## src/tmr_pkg.sv

```systemverilog
/*
 * Shared constants for the standard timer: register offsets, field
 * positions, reset values and the encodings of modes and pin functions.
 * Assumes a 32-bit APB slave with byte addresses.
 */
package tmr_pkg;

	// ************************************************************
	// Widths
	// ************************************************************
	localparam int CNT_W  = 10;
	localparam int BYTE_W = 8;
	localparam int PRE_W  = 6;
	localparam int PER_SH = 7;

	// ************************************************************
	// Register offsets
	// ************************************************************
	localparam logic [7:0] OFF_CTRL0  = 8'h00;
	localparam logic [7:0] OFF_CTRL1  = 8'h04;
	localparam logic [7:0] OFF_CNT_LO = 8'h08;
	localparam logic [7:0] OFF_CNT_HI = 8'h0C;
	localparam logic [7:0] OFF_CMP_LO = 8'h10;
	localparam logic [7:0] OFF_CMP_HI = 8'h14;

	// ************************************************************
	// Field positions
	// ************************************************************
	localparam int C0_PAUSE = 7;
	localparam int C0_CK_HI = 6;
	localparam int C0_CK_LO = 4;
	localparam int C0_ON    = 3;
	localparam int C0_PR_HI = 2;
	localparam int C0_PR_LO = 0;
	localparam int C1_MD_HI = 7;
	localparam int C1_MD_LO = 6;
	localparam int C1_PF_HI = 5;
	localparam int C1_PF_LO = 4;
	localparam int C1_OC    = 3;
	localparam int C1_POL   = 2;
	localparam int C1_DPX   = 1;
	localparam int C1_CLR   = 0;

	// ************************************************************
	// Reset values
	// ************************************************************
	localparam logic [7:0]       CTRL_RST = 8'h00;
	localparam logic [CNT_W-1:0] CNT_RST  = 10'h000;
	localparam logic [PRE_W-1:0] PRE_RST  = 6'h00;

	// ************************************************************
	// Encodings
	// ************************************************************
	typedef enum logic [1:0] {
		MODE_CMP = 2'h0,
		MODE_CAP = 2'h1,
		MODE_PWM = 2'h2,
		MODE_TC  = 2'h3
	} tmr_mode_t;

	localparam logic [2:0] CK_SYS4 = 3'h0;
	localparam logic [2:0] CK_SYS  = 3'h1;
	localparam logic [2:0] CK_H16  = 3'h2;
	localparam logic [2:0] CK_H64  = 3'h3;
	localparam logic [2:0] CK_SUB0 = 3'h4;
	localparam logic [2:0] CK_SUB1 = 3'h5;
	localparam logic [2:0] CK_EXTR = 3'h6;

	localparam logic [PRE_W-1:0] DIV4_M  = 6'h03;
	localparam logic [PRE_W-1:0] DIV16_M = 6'h0F;
	localparam logic [PRE_W-1:0] DIV64_M = 6'h3F;

	localparam logic [1:0] PF_0 = 2'h0;
	localparam logic [1:0] PF_1 = 2'h1;
	localparam logic [1:0] PF_2 = 2'h2;
	localparam logic [1:0] PF_3 = 2'h3;

	localparam logic [CNT_W:0] CNT_FULL = 11'h400;

endpackage
```

## src/tmr_core.sv

```systemverilog
/*
 * Standard 10-bit count-up timer with two comparators and its APB
 * register file. Assumes an APB3 master on pclk; the clock pin, the
 * sub clock and the timer pin arrive asynchronously and are synchronised.
 */
`timescale 1ns/1ns

// Functional notes
// - Pause holds count, release resumes it.
// - Clock select picks one of seven sources; two codes share the sub clock.
// - On rise clears count; fall keeps it.
// - On rise restores pin initial level.
// - Period bits match counter bits nine-seven.
// - Zero period lets counter overflow.
// - Two-bit field selects operating mode.
// - Timer/counter mode leaves pin undriven.
// - Compare match drives pin per function.
// - PWM function forces or generates waveform.
// - Capture edge selected by pin function.
// - Same level as initial gives no change.
// - Output control bit meaning depends mode.
// - Polarity bit inverts pin output.
// - Swap bit exchanges period and duty roles.
// - Clear select picks comparator A or P.
// - Clear select ignored outside compare modes.
// - Counter readable, upper bits read zero.
// - Compare A held; all fields reset zero.
// - Low bytes pass through byte buffers.
// - Each comparator match raises own event, except P when compare modes clear on A.
module tmr_core
	import tmr_pkg::*;
#(
	parameter int ADDR_W = 8
) (
	// Clock and reset.
	input  wire logic              pclk,
	input  wire logic              presetn,
	// APB slave.
	input  wire logic              psel,
	input  wire logic              penable,
	input  wire logic              pwrite,
	input  wire logic [ADDR_W-1:0] paddr,
	input  wire logic [31:0]       pwdata,
	output logic      [31:0]       prdata,
	output logic                   pready,
	output logic                   pslverr,
	// Pins and clocks from outside.
	input  wire logic              external_clock_pin,
	input  wire logic              sub_clock_in,
	input  wire logic              timer_io_pin_in,
	output logic                   timer_io_pin_out,
	output logic                   timer_io_pin_oe,
	// Match events.
	output logic                   match_a_event,
	output logic                   match_p_event
);

	// ************************************************************
	// Registers
	// ************************************************************
	logic [7:0]       ctrl0_q;
	logic [7:0]       ctrl1_q;
	logic [CNT_W-1:0] cnt_q;
	logic [CNT_W-1:0] cmpa_q;
	logic [7:0]       wbuf_q;
	logic [7:0]       rbuf_q;
	logic [31:0]      prdata_q;
	logic [PRE_W-1:0] pre_q;
	logic             on_d1_q;
	logic             out_q;
	logic             pin_q;
	logic             ev_a_q;
	logic             ev_p_q;
	logic [2:0]       sy1_q;
	logic [2:0]       sy2_q;
	logic [2:0]       sy3_q;
	logic [2:0]       lvl_q;

	// ************************************************************
	// Synchronisers
	// ************************************************************
	logic [2:0] raw;
	logic [2:0] lvl_d;
	logic [2:0] rise;
	logic [2:0] fall;

	assign raw = {timer_io_pin_in, sub_clock_in, external_clock_pin};

	genvar gi;
	generate
		for (gi = 0; gi < 3; gi++) begin : g_sync
			assign lvl_d[gi] = (sy2_q[gi] == sy3_q[gi]) ? sy3_q[gi] : lvl_q[gi];
			assign rise[gi] = lvl_d[gi] & ~lvl_q[gi];
			assign fall[gi] = ~lvl_d[gi] & lvl_q[gi];
			always_ff @(posedge pclk or negedge presetn) begin
				if (!presetn) begin
					sy1_q[gi] <= 1'b0;
					sy2_q[gi] <= 1'b0;
					sy3_q[gi] <= 1'b0;
					lvl_q[gi] <= 1'b0;
				end else begin
					sy1_q[gi] <= raw[gi];
					sy2_q[gi] <= sy1_q[gi];
					sy3_q[gi] <= sy2_q[gi];
					lvl_q[gi] <= lvl_d[gi];
				end
			end
		end
	endgenerate

	// ************************************************************
	// Control fields
	// ************************************************************
	logic            pause;
	logic [2:0]      ck_sel;
	logic            on;
	logic [2:0]      per;
	tmr_mode_t       mode;
	logic [1:0]      pinf;
	logic            oc;
	logic            pol;
	logic            dpx;
	logic            clr_sel;

	assign pause   = ctrl0_q[C0_PAUSE];
	assign ck_sel  = ctrl0_q[C0_CK_HI:C0_CK_LO];
	assign on      = ctrl0_q[C0_ON];
	assign per     = ctrl0_q[C0_PR_HI:C0_PR_LO];
	assign mode    = tmr_mode_t'(ctrl1_q[C1_MD_HI:C1_MD_LO]);
	assign pinf    = ctrl1_q[C1_PF_HI:C1_PF_LO];
	assign oc      = ctrl1_q[C1_OC];
	assign pol     = ctrl1_q[C1_POL];
	assign dpx     = ctrl1_q[C1_DPX];
	assign clr_sel = ctrl1_q[C1_CLR];

	// ************************************************************
	// Clock source
	// ************************************************************
	logic tick;

	assign tick = (ck_sel == CK_SYS4) ? ((pre_q & DIV4_M) == DIV4_M) :
		(ck_sel == CK_SYS) ? 1'b1 :
		(ck_sel == CK_H16) ? ((pre_q & DIV16_M) == DIV16_M) :
		(ck_sel == CK_H64) ? (pre_q == DIV64_M) :
		(ck_sel == CK_SUB0 || ck_sel == CK_SUB1) ? rise[1] :
		(ck_sel == CK_EXTR) ? rise[0] : fall[0];

	// ************************************************************
	// Counter and comparators
	// ************************************************************
	logic           on_rise;
	logic           run;
	logic [CNT_W:0] nxt;
	logic [CNT_W:0] per_val;
	logic           hit_p;
	logic           hit_a;
	logic           cmp_like;
	logic           sp;
	logic           clr_on_a;
	logic           clr;
	logic           cap_evt;
	logic           sp_stop;
	logic [CNT_W-1:0] cnt_d;

	assign on_rise = on & ~on_d1_q;
	assign run     = on & ~pause & tick;
	assign nxt     = {1'b0, cnt_q} + 11'h001;
	assign per_val = (per == 3'h0) ? CNT_FULL : {1'b0, per, {PER_SH{1'b0}}};
	assign hit_p   = run & (nxt == per_val);
	assign hit_a   = run & (cmpa_q != CNT_RST) & (nxt == {1'b0, cmpa_q});
	assign cmp_like = (mode == MODE_CMP) || (mode == MODE_TC);
	assign sp       = (mode == MODE_PWM) && (pinf == PF_3);
	assign clr_on_a = cmp_like ? clr_sel : ((mode == MODE_PWM) & (sp | dpx));
	assign clr      = clr_on_a ? hit_a : hit_p;
	assign sp_stop  = sp & hit_a;

	assign cap_evt = (mode == MODE_CAP) & on & (
		(pinf == PF_0) ? rise[2] :
		(pinf == PF_1) ? fall[2] :
		(pinf == PF_2) ? (rise[2] | fall[2]) : 1'b0);

	assign cnt_d = on_rise ? CNT_RST :
		run ? (clr ? CNT_RST : nxt[CNT_W-1:0]) : cnt_q;

	always_ff @(posedge pclk or negedge presetn) begin
		if (!presetn) begin
			cnt_q   <= CNT_RST;
			pre_q   <= PRE_RST;
			on_d1_q <= 1'b0;
			ev_a_q  <= 1'b0;
			ev_p_q  <= 1'b0;
		end else begin
			cnt_q   <= cnt_d;
			pre_q   <= pre_q + 6'h01;
			on_d1_q <= on;
			ev_a_q  <= hit_a | cap_evt;
			ev_p_q  <= hit_p & ~(cmp_like & clr_sel);
		end
	end

	assign match_a_event = ev_a_q;
	assign match_p_event = ev_p_q;

	// ************************************************************
	// Output pin
	// ************************************************************
	logic pwm_act;
	logic out_d;

	assign pwm_act = dpx ? ({1'b0, cnt_q} < per_val) : (cnt_q < cmpa_q);

	always_comb begin
		out_d = out_q;
		if (on_rise && (mode == MODE_CMP || mode == MODE_PWM)) begin
			out_d = oc;
		end else begin
			case (mode)
				MODE_CMP: begin
					if (hit_a) begin
						case (pinf)
							PF_1: out_d = 1'b0;
							PF_2: out_d = 1'b1;
							PF_3: out_d = ~out_q;
							default: out_d = out_q;
						endcase
					end
				end
				MODE_PWM: begin
					case (pinf)
						PF_0: out_d = ~oc;
						PF_1: out_d = oc;
						PF_2: out_d = on ? (pwm_act ? oc : ~oc) : out_q;
						default: out_d = sp_stop ? ~oc : out_q;
					endcase
				end
				default: out_d = out_q;
			endcase
		end
	end

	always_ff @(posedge pclk or negedge presetn) begin
		if (!presetn) begin
			out_q <= 1'b0;
			pin_q <= 1'b0;
		end else begin
			out_q <= out_d;
			pin_q <= out_d ^ pol;
		end
	end

	assign timer_io_pin_out = pin_q;
	assign timer_io_pin_oe  = (mode == MODE_CMP) || (mode == MODE_PWM);

	// ************************************************************
	// APB register file
	// ************************************************************
	function automatic logic at(input logic [ADDR_W-1:0] a, input logic [7:0] off);
		at = (a == ADDR_W'(off));
	endfunction

	logic        setup;
	logic        acc;
	logic        wr;
	logic        rd_set;
	logic        h_c0;
	logic        h_c1;
	logic        h_dl;
	logic        h_dh;
	logic        h_al;
	logic        h_ah;
	logic        mapped;
	logic [31:0] rd_mux;
	logic [7:0]  ctrl0_d;

	assign setup  = psel & ~penable;
	assign acc    = psel & penable;
	assign wr     = acc & pwrite;
	assign rd_set = setup & ~pwrite;
	assign h_c0   = at(paddr, OFF_CTRL0);
	assign h_c1   = at(paddr, OFF_CTRL1);
	assign h_dl   = at(paddr, OFF_CNT_LO);
	assign h_dh   = at(paddr, OFF_CNT_HI);
	assign h_al   = at(paddr, OFF_CMP_LO);
	assign h_ah   = at(paddr, OFF_CMP_HI);
	assign mapped = h_c0 | h_c1 | h_dl | h_dh | h_al | h_ah;

	assign rd_mux = h_c0 ? {24'h000000, ctrl0_q} :
		h_c1 ? {24'h000000, ctrl1_q} :
		(h_dl | h_al) ? {24'h000000, rbuf_q} :
		h_dh ? {30'h0, cnt_q[CNT_W-1:BYTE_W]} :
		h_ah ? {30'h0, cmpa_q[CNT_W-1:BYTE_W]} : 32'h00000000;

	// Hardware ends a single pulse by dropping the on bit; a write wins.
	assign ctrl0_d = (wr & h_c0) ? pwdata[7:0] :
		sp_stop ? (ctrl0_q & ~(8'h01 << C0_ON)) : ctrl0_q;

	always_ff @(posedge pclk or negedge presetn) begin
		if (!presetn) begin
			ctrl0_q  <= CTRL_RST;
			ctrl1_q  <= CTRL_RST;
			cmpa_q   <= CNT_RST;
			wbuf_q   <= CTRL_RST;
			rbuf_q   <= CTRL_RST;
			prdata_q <= 32'h00000000;
		end else begin
			ctrl0_q <= ctrl0_d;
			if (wr & h_c1) begin
				ctrl1_q <= pwdata[7:0];
			end
			if (wr & h_al) begin
				wbuf_q <= pwdata[7:0];
			end
			if (cap_evt) begin
				cmpa_q <= cnt_q;
			end else if (wr & h_ah) begin
				cmpa_q <= {pwdata[1:0], wbuf_q};
			end
			if (rd_set & h_dh) begin
				rbuf_q <= cnt_q[7:0];
			end else if (rd_set & h_ah) begin
				rbuf_q <= cmpa_q[7:0];
			end
			if (rd_set) begin
				prdata_q <= rd_mux;
			end
		end
	end

	assign prdata  = prdata_q;
	assign pready  = 1'b1;
	assign pslverr = acc & ~mapped;

	// ************************************************************
	// Assertions
	// ************************************************************
	a_pause_hold: assert property (@(posedge pclk) disable iff (!presetn)
		(on && pause && !on_rise) |=> (cnt_q == $past(cnt_q)))
		else $error("Counter moved while paused.");

	a_on_rise_clear: assert property (@(posedge pclk) disable iff (!presetn)
		on_rise |=> (cnt_q == CNT_RST))
		else $error("Counter not cleared on enable.");

	a_off_hold: assert property (@(posedge pclk) disable iff (!presetn)
		(!on && !on_d1_q) |=> $stable(cnt_q))
		else $error("Counter moved while off.");

	a_ovf_wrap: assert property (@(posedge pclk) disable iff (!presetn)
		(run && per == 3'h0 && !clr_on_a && cnt_q == 10'h3FF && !on_rise)
		|=> (cnt_q == CNT_RST) && match_p_event == !(cmp_like && clr_sel))
		else $error("Overflow wrap or period event wrong.");

	a_period_p: assert property (@(posedge pclk) disable iff (!presetn)
		(run && !clr_on_a && !on_rise && per != 3'h0 && cnt_q == {per, 7'h7F})
		|=> (cnt_q == CNT_RST))
		else $error("Period clear missed.");

	a_hi_zero: assert property (@(posedge pclk) disable iff (!presetn)
		(acc && !pwrite && (h_dh || h_ah)) |-> (prdata[31:2] == 30'h00000000))
		else $error("High byte upper bits not zero.");

	a_buf_commit: assert property (@(posedge pclk) disable iff (!presetn)
		(wr && h_ah && !cap_evt) |=> (cmpa_q[7:0] == $past(wbuf_q)))
		else $error("Low byte not committed from buffer.");

	a_tc_no_drive: assert property (@(posedge pclk) disable iff (!presetn)
		(mode == MODE_TC || mode == MODE_CAP) |-> !timer_io_pin_oe)
		else $error("Pin driven in non-output mode.");

	a_toggle: assert property (@(posedge pclk) disable iff (!presetn)
		(mode == MODE_CMP && hit_a && pinf == PF_3 && !on_rise)
		|=> (out_q != $past(out_q)))
		else $error("Toggle on match missing.");

	a_force_act: assert property (@(posedge pclk) disable iff (!presetn)
		(mode == MODE_PWM && pinf == PF_1) |=> (out_q == $past(oc)))
		else $error("Forced active level wrong.");

	a_polarity: assert property (@(posedge pclk) disable iff (!presetn)
		##1 ((timer_io_pin_out ^ out_q) == $past(pol)))
		else $error("Pin polarity wrong.");

	a_init_level: assert property (@(posedge pclk) disable iff (!presetn)
		(on_rise && (mode == MODE_CMP || mode == MODE_PWM)) |=> (out_q == $past(oc)))
		else $error("Initial level not restored.");

endmodule

```

## config.mk

```make
export PLATFORM = sky130hd
export DESIGN_NAME = tmr_core
export DESIGN_NICKNAME = d
export VERILOG_FILES = /design/src/tmr_pkg.sv /design/src/tmr_core.sv
export SDC_FILE = /design/constraint.sdc
export NUM_CORES = 1
export LEC_CHECK = 0
export BUFFER_PORTS_ARGS = -buffer_cell sky130_fd_sc_hd__clkbuf_2
export CELL_PAD_IN_SITES_DETAIL_PLACEMENT = 2
export CELL_PAD_IN_SITES_GLOBAL_PLACEMENT = 2
export CORE_ASPECT_RATIO = 2
export CORE_MARGIN = 3
export CORE_UTILIZATION = 35
export DETAILED_ROUTE_END_ITERATION = 7
export PLACE_DENSITY_LB_ADDON = 0.1
export SYNTH_ARGS = -nofsm -noshare
export SYNTH_HDL_FRONTEND = slang
export SYNTH_SLANG_ARGS = --single-unit
```

## constraint.sdc

```tcl
create_clock -name pclk -period 3.5 [get_ports pclk]
set_input_delay 0.7 -clock pclk [delete_from_list [all_inputs] [get_ports pclk]]
set_output_delay 0.7 -clock pclk [all_outputs]
set_load 0.01 [all_outputs]
```

# --- Word level (Yosys, flattened, before mapping) ---
# Index checks and enable logic that the tools add are counted.
# W data, S select, Z words.
totals:
  ff_bits: 107
  latch_bits: 0
  mem_bits_rw: 0
  romBits: 0
  in_bits: 48
  out_inout_bits: 38
  wordCells: 159
  n_memories: 0
classes:
  add_sub_neg: 2
  multipliers: 0
  div: 0
  magnitude_cmp: 2
  n_eq_ne: 25
  n_shift: 0
  mux: 38
  bitwise_logic: 51
  reduce_logical: 15
op_table:
  columns: ["operator", "count"]
  rows:
  - ["$mux W10", 5]
  - ["$mux W8", 6]
  - ["$and A1 B1 Y1", 28]
  - ["$mux W1", 20]
  - ["$eq A8 B4 Y1 const B", 2]
  - ["$eq A8 B5 Y1 const B", 2]
  - ["$not A1 Y1", 13]
  - ["$add A10 B1 Y11 const B", 1]
  - ["$eq A11 B10 Y1", 1]
  - ["$eq A11 B11 Y1", 1]
  - ["$lt A10 B11 Y1", 1]
  - ["$mux W11", 1]
  - ["$eq A2 B2 Y1 const B", 5]
  - ["$lt A10 B10 Y1", 1]
  - ["$reduce_bool A10 Y1", 1]
  - ["$eq A3 B3 Y1 const B", 3]
  - ["$or A1 B1 Y1", 9]
  - ["$eq A8 B3 Y1 const B", 1]
  - ["$logic_not A8 Y1", 1]
  - ["$reduce_bool A2 Y1", 4]
  - ["$add A6 B1 Y6 const B", 1]
  - ["$eq A3 B2 Y1 const B", 2]
  - ["$eq A6 B6 Y1 const B", 1]
  - ["$logic_not A3 Y1", 2]
  - ["other kinds (12)", 21]

# --- Depth between registers and ports, before layout ---
# Gate-level depths: netlist of the first run.
depth:
  ltp_word: 19
  ltp_mapped: 13
  depth_no_buf: 12

# --- Least setup slack after synthesis of the first run ---
# Ideal clock, no wire load.
synth_timing:
  kind: "flip-flop to flip-flop"
  from: "register cnt_q[0]"
  to: "register cnt_q[5]"
  setup_ns: 0.119
  arrival_ns: 2.737
  required_ns: 3.381
  path_slack_ns: 0.644
  path_stages_with_launch: 12
  n_path_buf: 2
  synth_period_minus_slack_ns: 2.856
  path_cell_list: "dfrtp_1 ha_1 buf_2 nand4_2 xnor2_1 o211ai_1 a211o_1 or4b_4 o21ai_4 buf_6 nor3_1 o21a_1"
synth_via:
  elab_chain_len: 7
  word_cells_on_any_way: 9
  classes_between: "add/sub: 1; eq/ne: 2; mux: 4; bitwise: 2"
synth_lines:
  columns: ["element", "line_no", "source"]
  rows:
  - ["start: declaration", "tmr_core.sv:63", "logic [CNT_W-1:0] cnt_q;"]
  - ["start signal: assignment", "tmr_core.sv:193", "cnt_q <= cnt_d;"]
  - ["$add A10 B1 Y11 (*)", "tmr_core.sv:167", "assign nxt = {1'b0, cnt_q} + 11'h001;"]
  - ["$eq A11 B11 Y1 / $eq A11 B10 Y1 (equally long branches)", "tmr_core.sv:169, tmr_core.sv:170", null]
  - ["$and A1 B1 Y1 (on tied branches)", "tmr_core.sv:169, tmr_core.sv:170", null]
  - ["$mux W1", "tmr_core.sv:174", "assign clr = clr_on_a ? hit_a : hit_p;"]
  - ["$mux W10 (*) (2 in a row)", "tmr_core.sv:183", "run ? (clr ? CNT_RST : nxt[CNT_W-1:0]) : cnt_q;"]
  - ["$mux W10 (*)", "tmr_core.sv:182", "assign cnt_d = on_rise ? CNT_RST :"]
# Every way passes the cells marked *; elsewhere a longest branch is shown, timed or not. The select of a mux whose other input is x is not followed.
# A chain may end at the register's enable or synchronous reset.

# --- Final worst setup path of the first run ---
layout_timing:
  from: "register cnt_q[0]"
  to: "register pin_q, in the netlist timer_io_pin_out"
layout_via:
  elab_chain_len: 9
  word_cells_on_any_way: 15
  classes_between: "add/sub: 1; order compare: 2; eq/ne: 1; mux: 8; bitwise: 3"
layout_lines:
  columns: ["element", "line_no", "source"]
  rows:
  - ["$add A10 B1 Y11", "tmr_core.sv:167", null]
  - ["$eq A11 B10 Y1", "tmr_core.sv:170", "assign hit_a = run & (cmpa_q != CNT_RST) & (nxt == {1'b0, cmpa_q});"]
  - ["$and A1 B1 Y1", "tmr_core.sv:170", null]
  - ["$and A1 B1 Y1", "tmr_core.sv:175", "assign sp_stop = sp & hit_a;"]
  - ["$mux W1", "tmr_core.sv:233", "default: out_d = sp_stop ? ~oc : out_q;"]
  - ["$pmux W1 S3", "tmr_core.sv:229", "case (pinf)"]
  - ["$pmux W1 S2 (*)", "tmr_core.sv:217", "case (mode)"]
  - ["$mux W1 (*)", "tmr_core.sv:214", "if (on_rise && (mode == MODE_CMP || mode == MODE_PWM)) begin"]
  - ["$xor A1 B1 Y1 (*)", "tmr_core.sv:247", "pin_q <= out_d ^ pol;"]
  - ["end signal: assignment", "tmr_core.sv:247", null]
  - ["end: declaration", "tmr_core.sv:71", "logic pin_q;"]
# Every way passes the cells marked *; elsewhere a longest branch is shown, timed or not.

==> run summary, run 1 <==
The flow ran to the end, and the final reports show no timing, DRC or antenna violations. The first-pass GRT wire length came out at 27.4 mm. The minimum setup slack after placement came out at 0.249 ns.

The worst vdd rail ir drop came out at 0.201 mV. The worst max-slew margin expressed relative to the limit came out at 27.3%. Among all flip-flop cells after synthesis, the most frequent one is sky130_fd_sc_hd__dfrtp_1. The estimated wirelength of the detail-placed design is 13.7 mm.

The count of cell types in the netlist came out at 68. The detailed router's first-iteration violation count is 135. The yosys synthesis warning count came out at 0.

The clock latency reported for the late side of the worst-skew pair is 0.35 ns. The final instance count without filler cells came out at 774. The data arrival time of the critical path came out at 3.49 ns.

The count of nets left with antenna violations once routing finished came out at 0. The via count came out at 4,236. Entering global routing, the biggest net connects 84 pins.

The initial utilization of the core area, before any placement, comes to 35.9%. Based on the critical path, the design can be clocked at up to 0.305 GHz. Of all flip-flops after synthesis, the portion carrying an async set or reset was 100%. The worst hold path belongs to the class reg -> reg. A synthesized cell averages 9.49 sq um. The number of instances resized during post-cts repair is 0. The chip width is 90.9 um.

The hold violation count in the final report is 0. The antenna diode count is 0. The setup TNS is 0 ns.

The weighted congestion at the end of routability-driven global placement is 0.876. The die is 176 um tall. Setup violations remaining at the end of the flow were counted as 0. The root buffer cell chosen for the clock tree is sky130_fd_sc_hd__clkbuf_16. The max-capacitance violation count is 0. Counting every instance in the synthesized netlist gives 532.

The synthesis-to-layout area growth came out at 14.1%. The number of clock buffers added by TritonCTS is 9. The count of port buffers added during placement is 36. The total setup buffers inserted after CTS is 0. The worst clock skew on the final layout is 0.00905 ns. The overall power after layout came out at 2.14 mW. The layout net count came out at 648. Data on the critical path is required at its endpoint by 3.72 ns. The number of max-slew violations in the final report came to 0. STA classifies the critical path startpoint as a flip-flop. The first-pass iteration count of the detailed router came out at 4. At the end of the flow the core is filled with cells to 41.0%. The number of placed cells counting well taps is 758. The number of H-tree branching levels came out at 3. The kind of end point of the critical path is a flip-flop. The region available for standard cell placement spans 14,000 sq um. In this run the count of I/O pins placed on the die edge is 86. Setup repair after global routing left no endpoint under its margin. The post-route fraction of the period consumed by the critical path came out at 93.6%. The largest driver fanout on the critical path came out at 10. After detailed placement, the total cell area comes to 5480 sq um. The post-route cell area is 5760 sq um. The critical path class is reg -> reg. The clock-pin slew on the worst setup and hold paths is 0.07 ns. Counting along the longest clock path gives a buffer depth of 2. The total DRC errors in the routed layout came out at 0. The die area is 16,000 sq um. The initial antenna violation count is 0. The number of hold buffers added after CTS came out at 0. The CTS sink count came out at 83.

The analysis attributes to cell leakage a power of 2.67 nW. The mean routed wirelength per cell came out at 22.5 um. The power per cell area came out at 371 nW/um^2. The share of post-route cells with drive strength above 1 is 20.0%. In the post-synthesis netlist, the biggest area contributors are sky130_fd_sc_hd__dfrtp_1 (41%), sky130_fd_sc_hd__mux2_2 (5.4%), sky130_fd_sc_hd__ha_1 (5.0%).

The clock period could shrink to 3.28 ns. TritonCTS built the clock tree. For this block, the routed nets add up to 17.4 mm of wire.

The hold slack came out at 0.361 ns. The share of the yosys chip area belonging to registers came out at 41.2%. The cell row count is 61.

The total global-route track usage is 22.7%. The overflow left after global routing came out at 0. The worst path meets setup with 0.223 ns of slack. The largest total area in the synthesized netlist belongs to sky130_fd_sc_hd__dfrtp_1. The number of enable flip-flop cells after synthesis came out at 0.

For the pin with the worst max-slew slack, the measured transition is 1.09 ns. The flip-flop and latch count after synthesis came out at 83. The via-per-instance ratio came out at 5.47. The top cell type by area accounts for 41.2% of the synthesized area.

The cell area after technology mapping came out at 5050 sq um. The via count of the first global-routing pass came out at 4,736.
## state kept, by name, indices dropped and copies added, names as in the netlist
signal,flops
cmpa_q,10
cnt_q,10
ctrl0_q,8
ctrl1_q,8
prdata,8
rbuf_q,8
wbuf_q,8
pre_q,6
lvl_q,3
sy1_q,3
sy2_q,3
sy3_q,3
match_a_event,1
match_p_event,1
on_d1_q,1
out_q,1
timer_io_pin_out,1
## cell usage in the layout, fill, tap and decap left out, types with 7 or more instances in the layout
master,n
sky130_fd_sc_hd__a21oi_1,32
sky130_fd_sc_hd__a22oi_1,10
sky130_fd_sc_hd__buf_4,28
sky130_fd_sc_hd__clkbuf_16,9
sky130_fd_sc_hd__clkbuf_2,35
sky130_fd_sc_hd__conb_1,25
sky130_fd_sc_hd__dfrtp_1,83
sky130_fd_sc_hd__ha_1,20
sky130_fd_sc_hd__inv_1,29
sky130_fd_sc_hd__mux2_2,24
sky130_fd_sc_hd__mux2i_1,16
sky130_fd_sc_hd__nand2_1,45
sky130_fd_sc_hd__nand3_1,15
sky130_fd_sc_hd__nor2_1,35
sky130_fd_sc_hd__nor3_1,17
sky130_fd_sc_hd__nor4_1,7
sky130_fd_sc_hd__o211ai_1,9
sky130_fd_sc_hd__o21ai_0,23
sky130_fd_sc_hd__xnor2_1,9
## routing by layer
layer / GRT usage, % / vias up / share of wire, %
li1: - / 1950 / -
met1: 22.2 / 2169 / 33
met2: 43.5 / 74 / 58
met3: 3.13 / 43 / 2.0
met4: 14.9 / 0 / 6.7
met5: 0 / - / 0
## worst max-delay path: stages (launching register included)
cell and delay (ns):
sky130_fd_sc_hd__dfrtp_1 0.54, sky130_fd_sc_hd__ha_1 0.45, sky130_fd_sc_hd__and4_1 0.31, sky130_fd_sc_hd__nand2_1 0.10, sky130_fd_sc_hd__a221oi_2 0.22, sky130_fd_sc_hd__nand4_1 0.21, sky130_fd_sc_hd__or4b_4 0.65, sky130_fd_sc_hd__o211ai_2 0.21
sky130_fd_sc_hd__nor4b_1 0.08, sky130_fd_sc_hd__nor4_1 0.36
## layout make-up
type / count / area [sq um]
clock buffer: 9 / 225
clock inverter: 7 / 56.3
fill: 1587 / 8280
inverter: 29 / 109
multi-input combinational: 393 / 2650
sequential: 83 / 2080
tap: 189 / 236
timing repair buffer: 64 / 405
## cells in the mapped netlist (3+ instances only)
master / n
sky130_fd_sc_hd__o22a_1: 3
sky130_fd_sc_hd__a21oi_1: 32
sky130_fd_sc_hd__nor4_1: 8
sky130_fd_sc_hd__dfrtp_1: 83
sky130_fd_sc_hd__o31ai_1: 4
sky130_fd_sc_hd__a21o_1: 5
sky130_fd_sc_hd__a22oi_1: 10
sky130_fd_sc_hd__nand2b_1: 6
sky130_fd_sc_hd__and2_1: 5
sky130_fd_sc_hd__o211ai_1: 9
sky130_fd_sc_hd__nor3_1: 17
sky130_fd_sc_hd__o21ai_0: 23
sky130_fd_sc_hd__nor3b_1: 5
sky130_fd_sc_hd__o21a_1: 4
sky130_fd_sc_hd__nand2_1: 45
sky130_fd_sc_hd__nor2_1: 35
sky130_fd_sc_hd__mux2_2: 24
sky130_fd_sc_hd__nand4_1: 3
sky130_fd_sc_hd__buf_2: 4
sky130_fd_sc_hd__buf_4: 27
sky130_fd_sc_hd__mux2i_1: 16
sky130_fd_sc_hd__nand3_1: 15
sky130_fd_sc_hd__a31oi_1: 3
sky130_fd_sc_hd__nor2b_1: 3
sky130_fd_sc_hd__clkbuf_1: 16
sky130_fd_sc_hd__xnor2_1: 9
sky130_fd_sc_hd__ha_1: 20
sky130_fd_sc_hd__xor2_1: 6
sky130_fd_sc_hd__inv_1: 29
sky130_fd_sc_hd__and3_1: 6
## final timing paths
kind	start	to	slack [ns]	cells past startpoint
min	sy1_q[1]	sy2_q[1]	0.36	0
min in group asynchronous	presetn	pre_q[1]	0.54	1
max reg2reg	cnt_q[0]	timer_io_pin_out	0.22	9
min reg2reg	sy1_q[1]	sy2_q[1]	0.36	0
max in group asynchronous	presetn	cnt_q[0]	2.26	1
max	cnt_q[0]	timer_io_pin_out	0.22	9
## cell families after synthesis
kind of cell | count (synthesis) | share of synthesized area [%]
multiplexers | 40 | 8.53
AND/OR/NAND/NOR | 166 | 17.0
flip-flops | 83 | 41.2
adder cells (fa/ha/maj) | 22 | 5.35
XOR/XNOR | 16 | 2.93
AO/OA/AOI/OAI | 124 | 16.7
buffers and inverters | 79 | 8.28
other | 2 | 0.149
## power by group
group	switching [mW]	internal, mW	leakage [nW]
Clock	0.434	0.493	0.138
Sequential	0.0340	0.996	1.03
Combinational	0.115	0.0648	1.49
(Power assumes the default switching activity.)
==> run 2: changes to the inputs <==
==> constraint.sdc (replaced) <==
create_clock -name pclk -period 3.7 [get_ports pclk]
set_input_delay 0.74 -clock pclk [delete_from_list [all_inputs] [get_ports pclk]]
set_output_delay 0.74 -clock pclk [all_outputs]
set_load 0.01 [all_outputs]
==> run 2 against run 1 <==
Core utilization increased by 0.11 points. First-iteration DRC count is 0.74% higher. Die area unchanged. Setup slack gained 0.085 ns. Critical path type unchanged. Cell count shrank 0.39%.
==> run summary, run 2 (synthesis results as in run 1) <==
The number of buffers added by the clock tree synthesis step came to 9 (unchanged). The total internal power came out at 1.60 mW (+2.8%). The hold violation count in the final report came out at 0 (unchanged). The synthesis-to-layout area growth is 14.4%. The weighted congestion at the end of routability-driven global placement came out at 0.885 (+1.0%). The die area came to 16,000 sq um (unchanged). The residual antenna-violating net count after detailed routing is 0 (unchanged). The critical-path cell with the highest stage delay is sky130_fd_sc_hd__or4_1. The antenna diode count was 0 (unchanged).

The initial antenna violation count came out at 0 (unchanged). The clock latency reported for the late side of the worst-skew pair is 0.34 ns (about the same). The startpoint kind of the worst setup timing path is a flip-flop.

The share of post-route cells with drive strength above 1 is 19.4% (-0.58 points). The critical path class is reg -> reg. The estimated wirelength of the detail-placed design came out at 13.7 mm (-0.11%).

The number of failing setup endpoints in the final timing report came out at 0 (unchanged). The I/O pin count came to 86 (unchanged). The combinational share of power is 8.1% (-0.3 points).

The cell row count was 61 (unchanged). The number of H-tree branching levels came out at 3 (unchanged). The largest driver fanout on the critical path came out at 9 (-1). The data arrival time of the critical path is 3.57 ns (+0.08 ns). The total buffers and inverters traversed by the critical path came out at 0 (unchanged). The switching fraction of total power came out at 24.5% (-2.7 points). The count of port buffers added during placement was 36 (unchanged). The final instance count without filler cells is 771 (-0.39%).

The total setup buffers inserted after CTS was 0 (unchanged). The CTS sink count came to 83 (unchanged). Setup repair after global routing left no endpoint under its margin. The post-route fraction of the period consumed by the critical path came out at 91.7% (-1.9 points). The layout net count was 645 (-0.46%). The via count is 4,215 (-0.50%).

The CTS tree is yes. The path class of the tightest hold or removal check is in -> async. The slew of the pin with the lowest slew margin came out at 0.745 ns (-0.346 ns).

The number of hold buffers added after CTS came out at 0 (unchanged). The share of power burned in the clock network came out at 45.9% (+2.5 points). The vertical die dimension came out at 176 um (unchanged). The net switching power of the design was 0.520 mW (-11%). The final core area utilization is 41.1% (+0.11 points). The max-capacitance violation count is 0 (unchanged).

The total routed wirelength is 17.5 mm (+0.52%). The number of max-slew violations in the final report came to 0 (unchanged). The highest clock rate is 0.295 GHz (-3.4%).

The flow ran to the end, and the final reports show no timing, DRC or antenna violations. The power per cell area is 367 nW/um^2 (-1.2%). The number of placed cells counting well taps is 755 (-0.40%). The required time of the critical path came out at 3.88 ns (+0.16 ns). The relative contribution of sequential cells to total power came out at 46.1% (-2.1 points). The total global-route track usage came out at 22.9% (+0.19 points). The via-per-instance ratio was 5.47 (-0.11%). The area of the core is 14,000 sq um (unchanged). Traced cell by cell, the critical path runs through ha_1 > and4_1 > nand2_1 > a221oi_2 > nand4_1 > or4_1 > a21bo_1 > nor4b_1 > nor4_1. In the final layout, the registers with the most flip-flops are cmpa_q x10, cnt_q x10. The worst max-slew margin expressed relative to the limit is 50.2% (+23 points). The first-pass iteration count of the detailed router was 4 (unchanged). The post-route minimum period is 3.39 ns (+0.115 ns).

Leaving out fill and tap cells, the most frequent cell in the layout is sky130_fd_sc_hd__dfrtp_1. The overall power after layout was 2.12 mW (-0.90%). The number of filler cells placed in the layout is 1,620 (+2.1%). The post-route cell area came out at 5770 sq um (+0.26%). The via count of the first global-routing pass came out at 4,775 (+0.82%). The clock-pin slew on the worst setup and hold paths was 0.07 ns (about the same). The first-pass GRT wire length came out at 27.8 mm (+1.7%). The overflow left after global routing came out at 0 (unchanged). The buffer depth of the longest clock path is 2 (unchanged). The number of instances resized during post-cts repair was 0 (unchanged). The post-detailed-placement cell area is 5460 sq um (-0.41%). The most critical setup path has its startpoint at cnt_q[1].

The kind of cell adding the most delay to the critical path is simple AND/OR/NAND/NOR gates. The worst setup path is captured at a flip-flop. The total DRC errors in the routed layout came out at 0 (unchanged). The worst register-to-register path begins at cnt_q[1]. The top cell types in the final layout, fill and taps aside, are sky130_fd_sc_hd__dfrtp_1 (83), sky130_fd_sc_hd__nand2_1 (45), sky130_fd_sc_hd__nor2_1 (35), sky130_fd_sc_hd__clkbuf_2 (35), sky130_fd_sc_hd__a21oi_1 (32).

The chip width came to 90.9 um (unchanged). The setup TNS came to 0 ns (unchanged). Clock tree synthesis selected as its root buffer the cell sky130_fd_sc_hd__clkbuf_16. The worst clock skew on the final layout came to 0.0103 ns (+0.00121 ns).

The detailed router's first-iteration violation count was 136 (+0.74%). The maximum number of pins on one net before global-route repair was 35 (-58%). The leakage power is 2.67 nW (about the same). The starting density of the core came out at 35.9% (unchanged).

The largest incremental delay on the critical path is 0.57 ns (-0.08 ns). The worst vdd rail ir drop is 0.192 mV (-4.5%). The mean routed wirelength per cell came out at 22.7 um (+0.91%).
==> run 2: cell types whose count changed in the layout (fill, tap and decap cells not counted), sizes merged <==
cell,delta
clkinv,+2
inv,-5
buf,-3
clkbuf,+1
bufinv,+2
==> run 2: path summary, 6_finish.rpt <==
| check | cells past startpoint | slack (ns) | end |
|---|---|---|---|
| worst max-delay path | 9 | 0.31 | timer_io_pin_out |
| worst min-delay path | 1 | 0.34 | ctrl0_q[5] |
| worst max register to register | 9 | 0.31 | timer_io_pin_out |
| worst min register to register | 0 | 0.35 | sy2_q[0] |
| max in group asynchronous | 2 | 2.56 | ctrl1_q[3] |
| min in group pclk | 0 | 0.35 | sy2_q[0] |
==> run 2: cell type report <==
cell class,count,area (sq um),share of cell area (%)
multi-input cells,393,2650,45.9
flip-flops and latches,83,2080,36.0
repair buffers,61,383,6.63
well taps,189,236,4.10
clock buffers,10,229,3.97
inverters,29,109,1.89
clock inverters,6,90.1,1.56
==> run 2: metrics by stage <==
stage / setup WS, ns / hold slack, ns
final: 0.308 / 0.339
after global routing: 0.138 / 0.360
after CTS: 0.301 / 0.344
after detailed placement: 0.339 / 0.337
after global placement: 0.485 / 0.346
after floorplan: 0.844 / 0.331
==> run 2: power by group through the flow <==
stage               sequential (mW)  combinational (mW)  clock (mW)
floorplan                     0.987               0.101           0
global placement              0.992               0.167           0
detailed placement            0.993               0.173           0
CTS                           0.976               0.174        1.00
global route                  0.980               0.194        1.03
finish                        0.975               0.171       0.971
==> run 2: routing by layer <==
metal	GRT usage, %	vias up	wire, um
met5	0	-	0
met2	43.2	70	9840
met4	15.7	0	1230
li1	-	1941	-
met3	2.87	40	365
met1	22.8	2164	6030
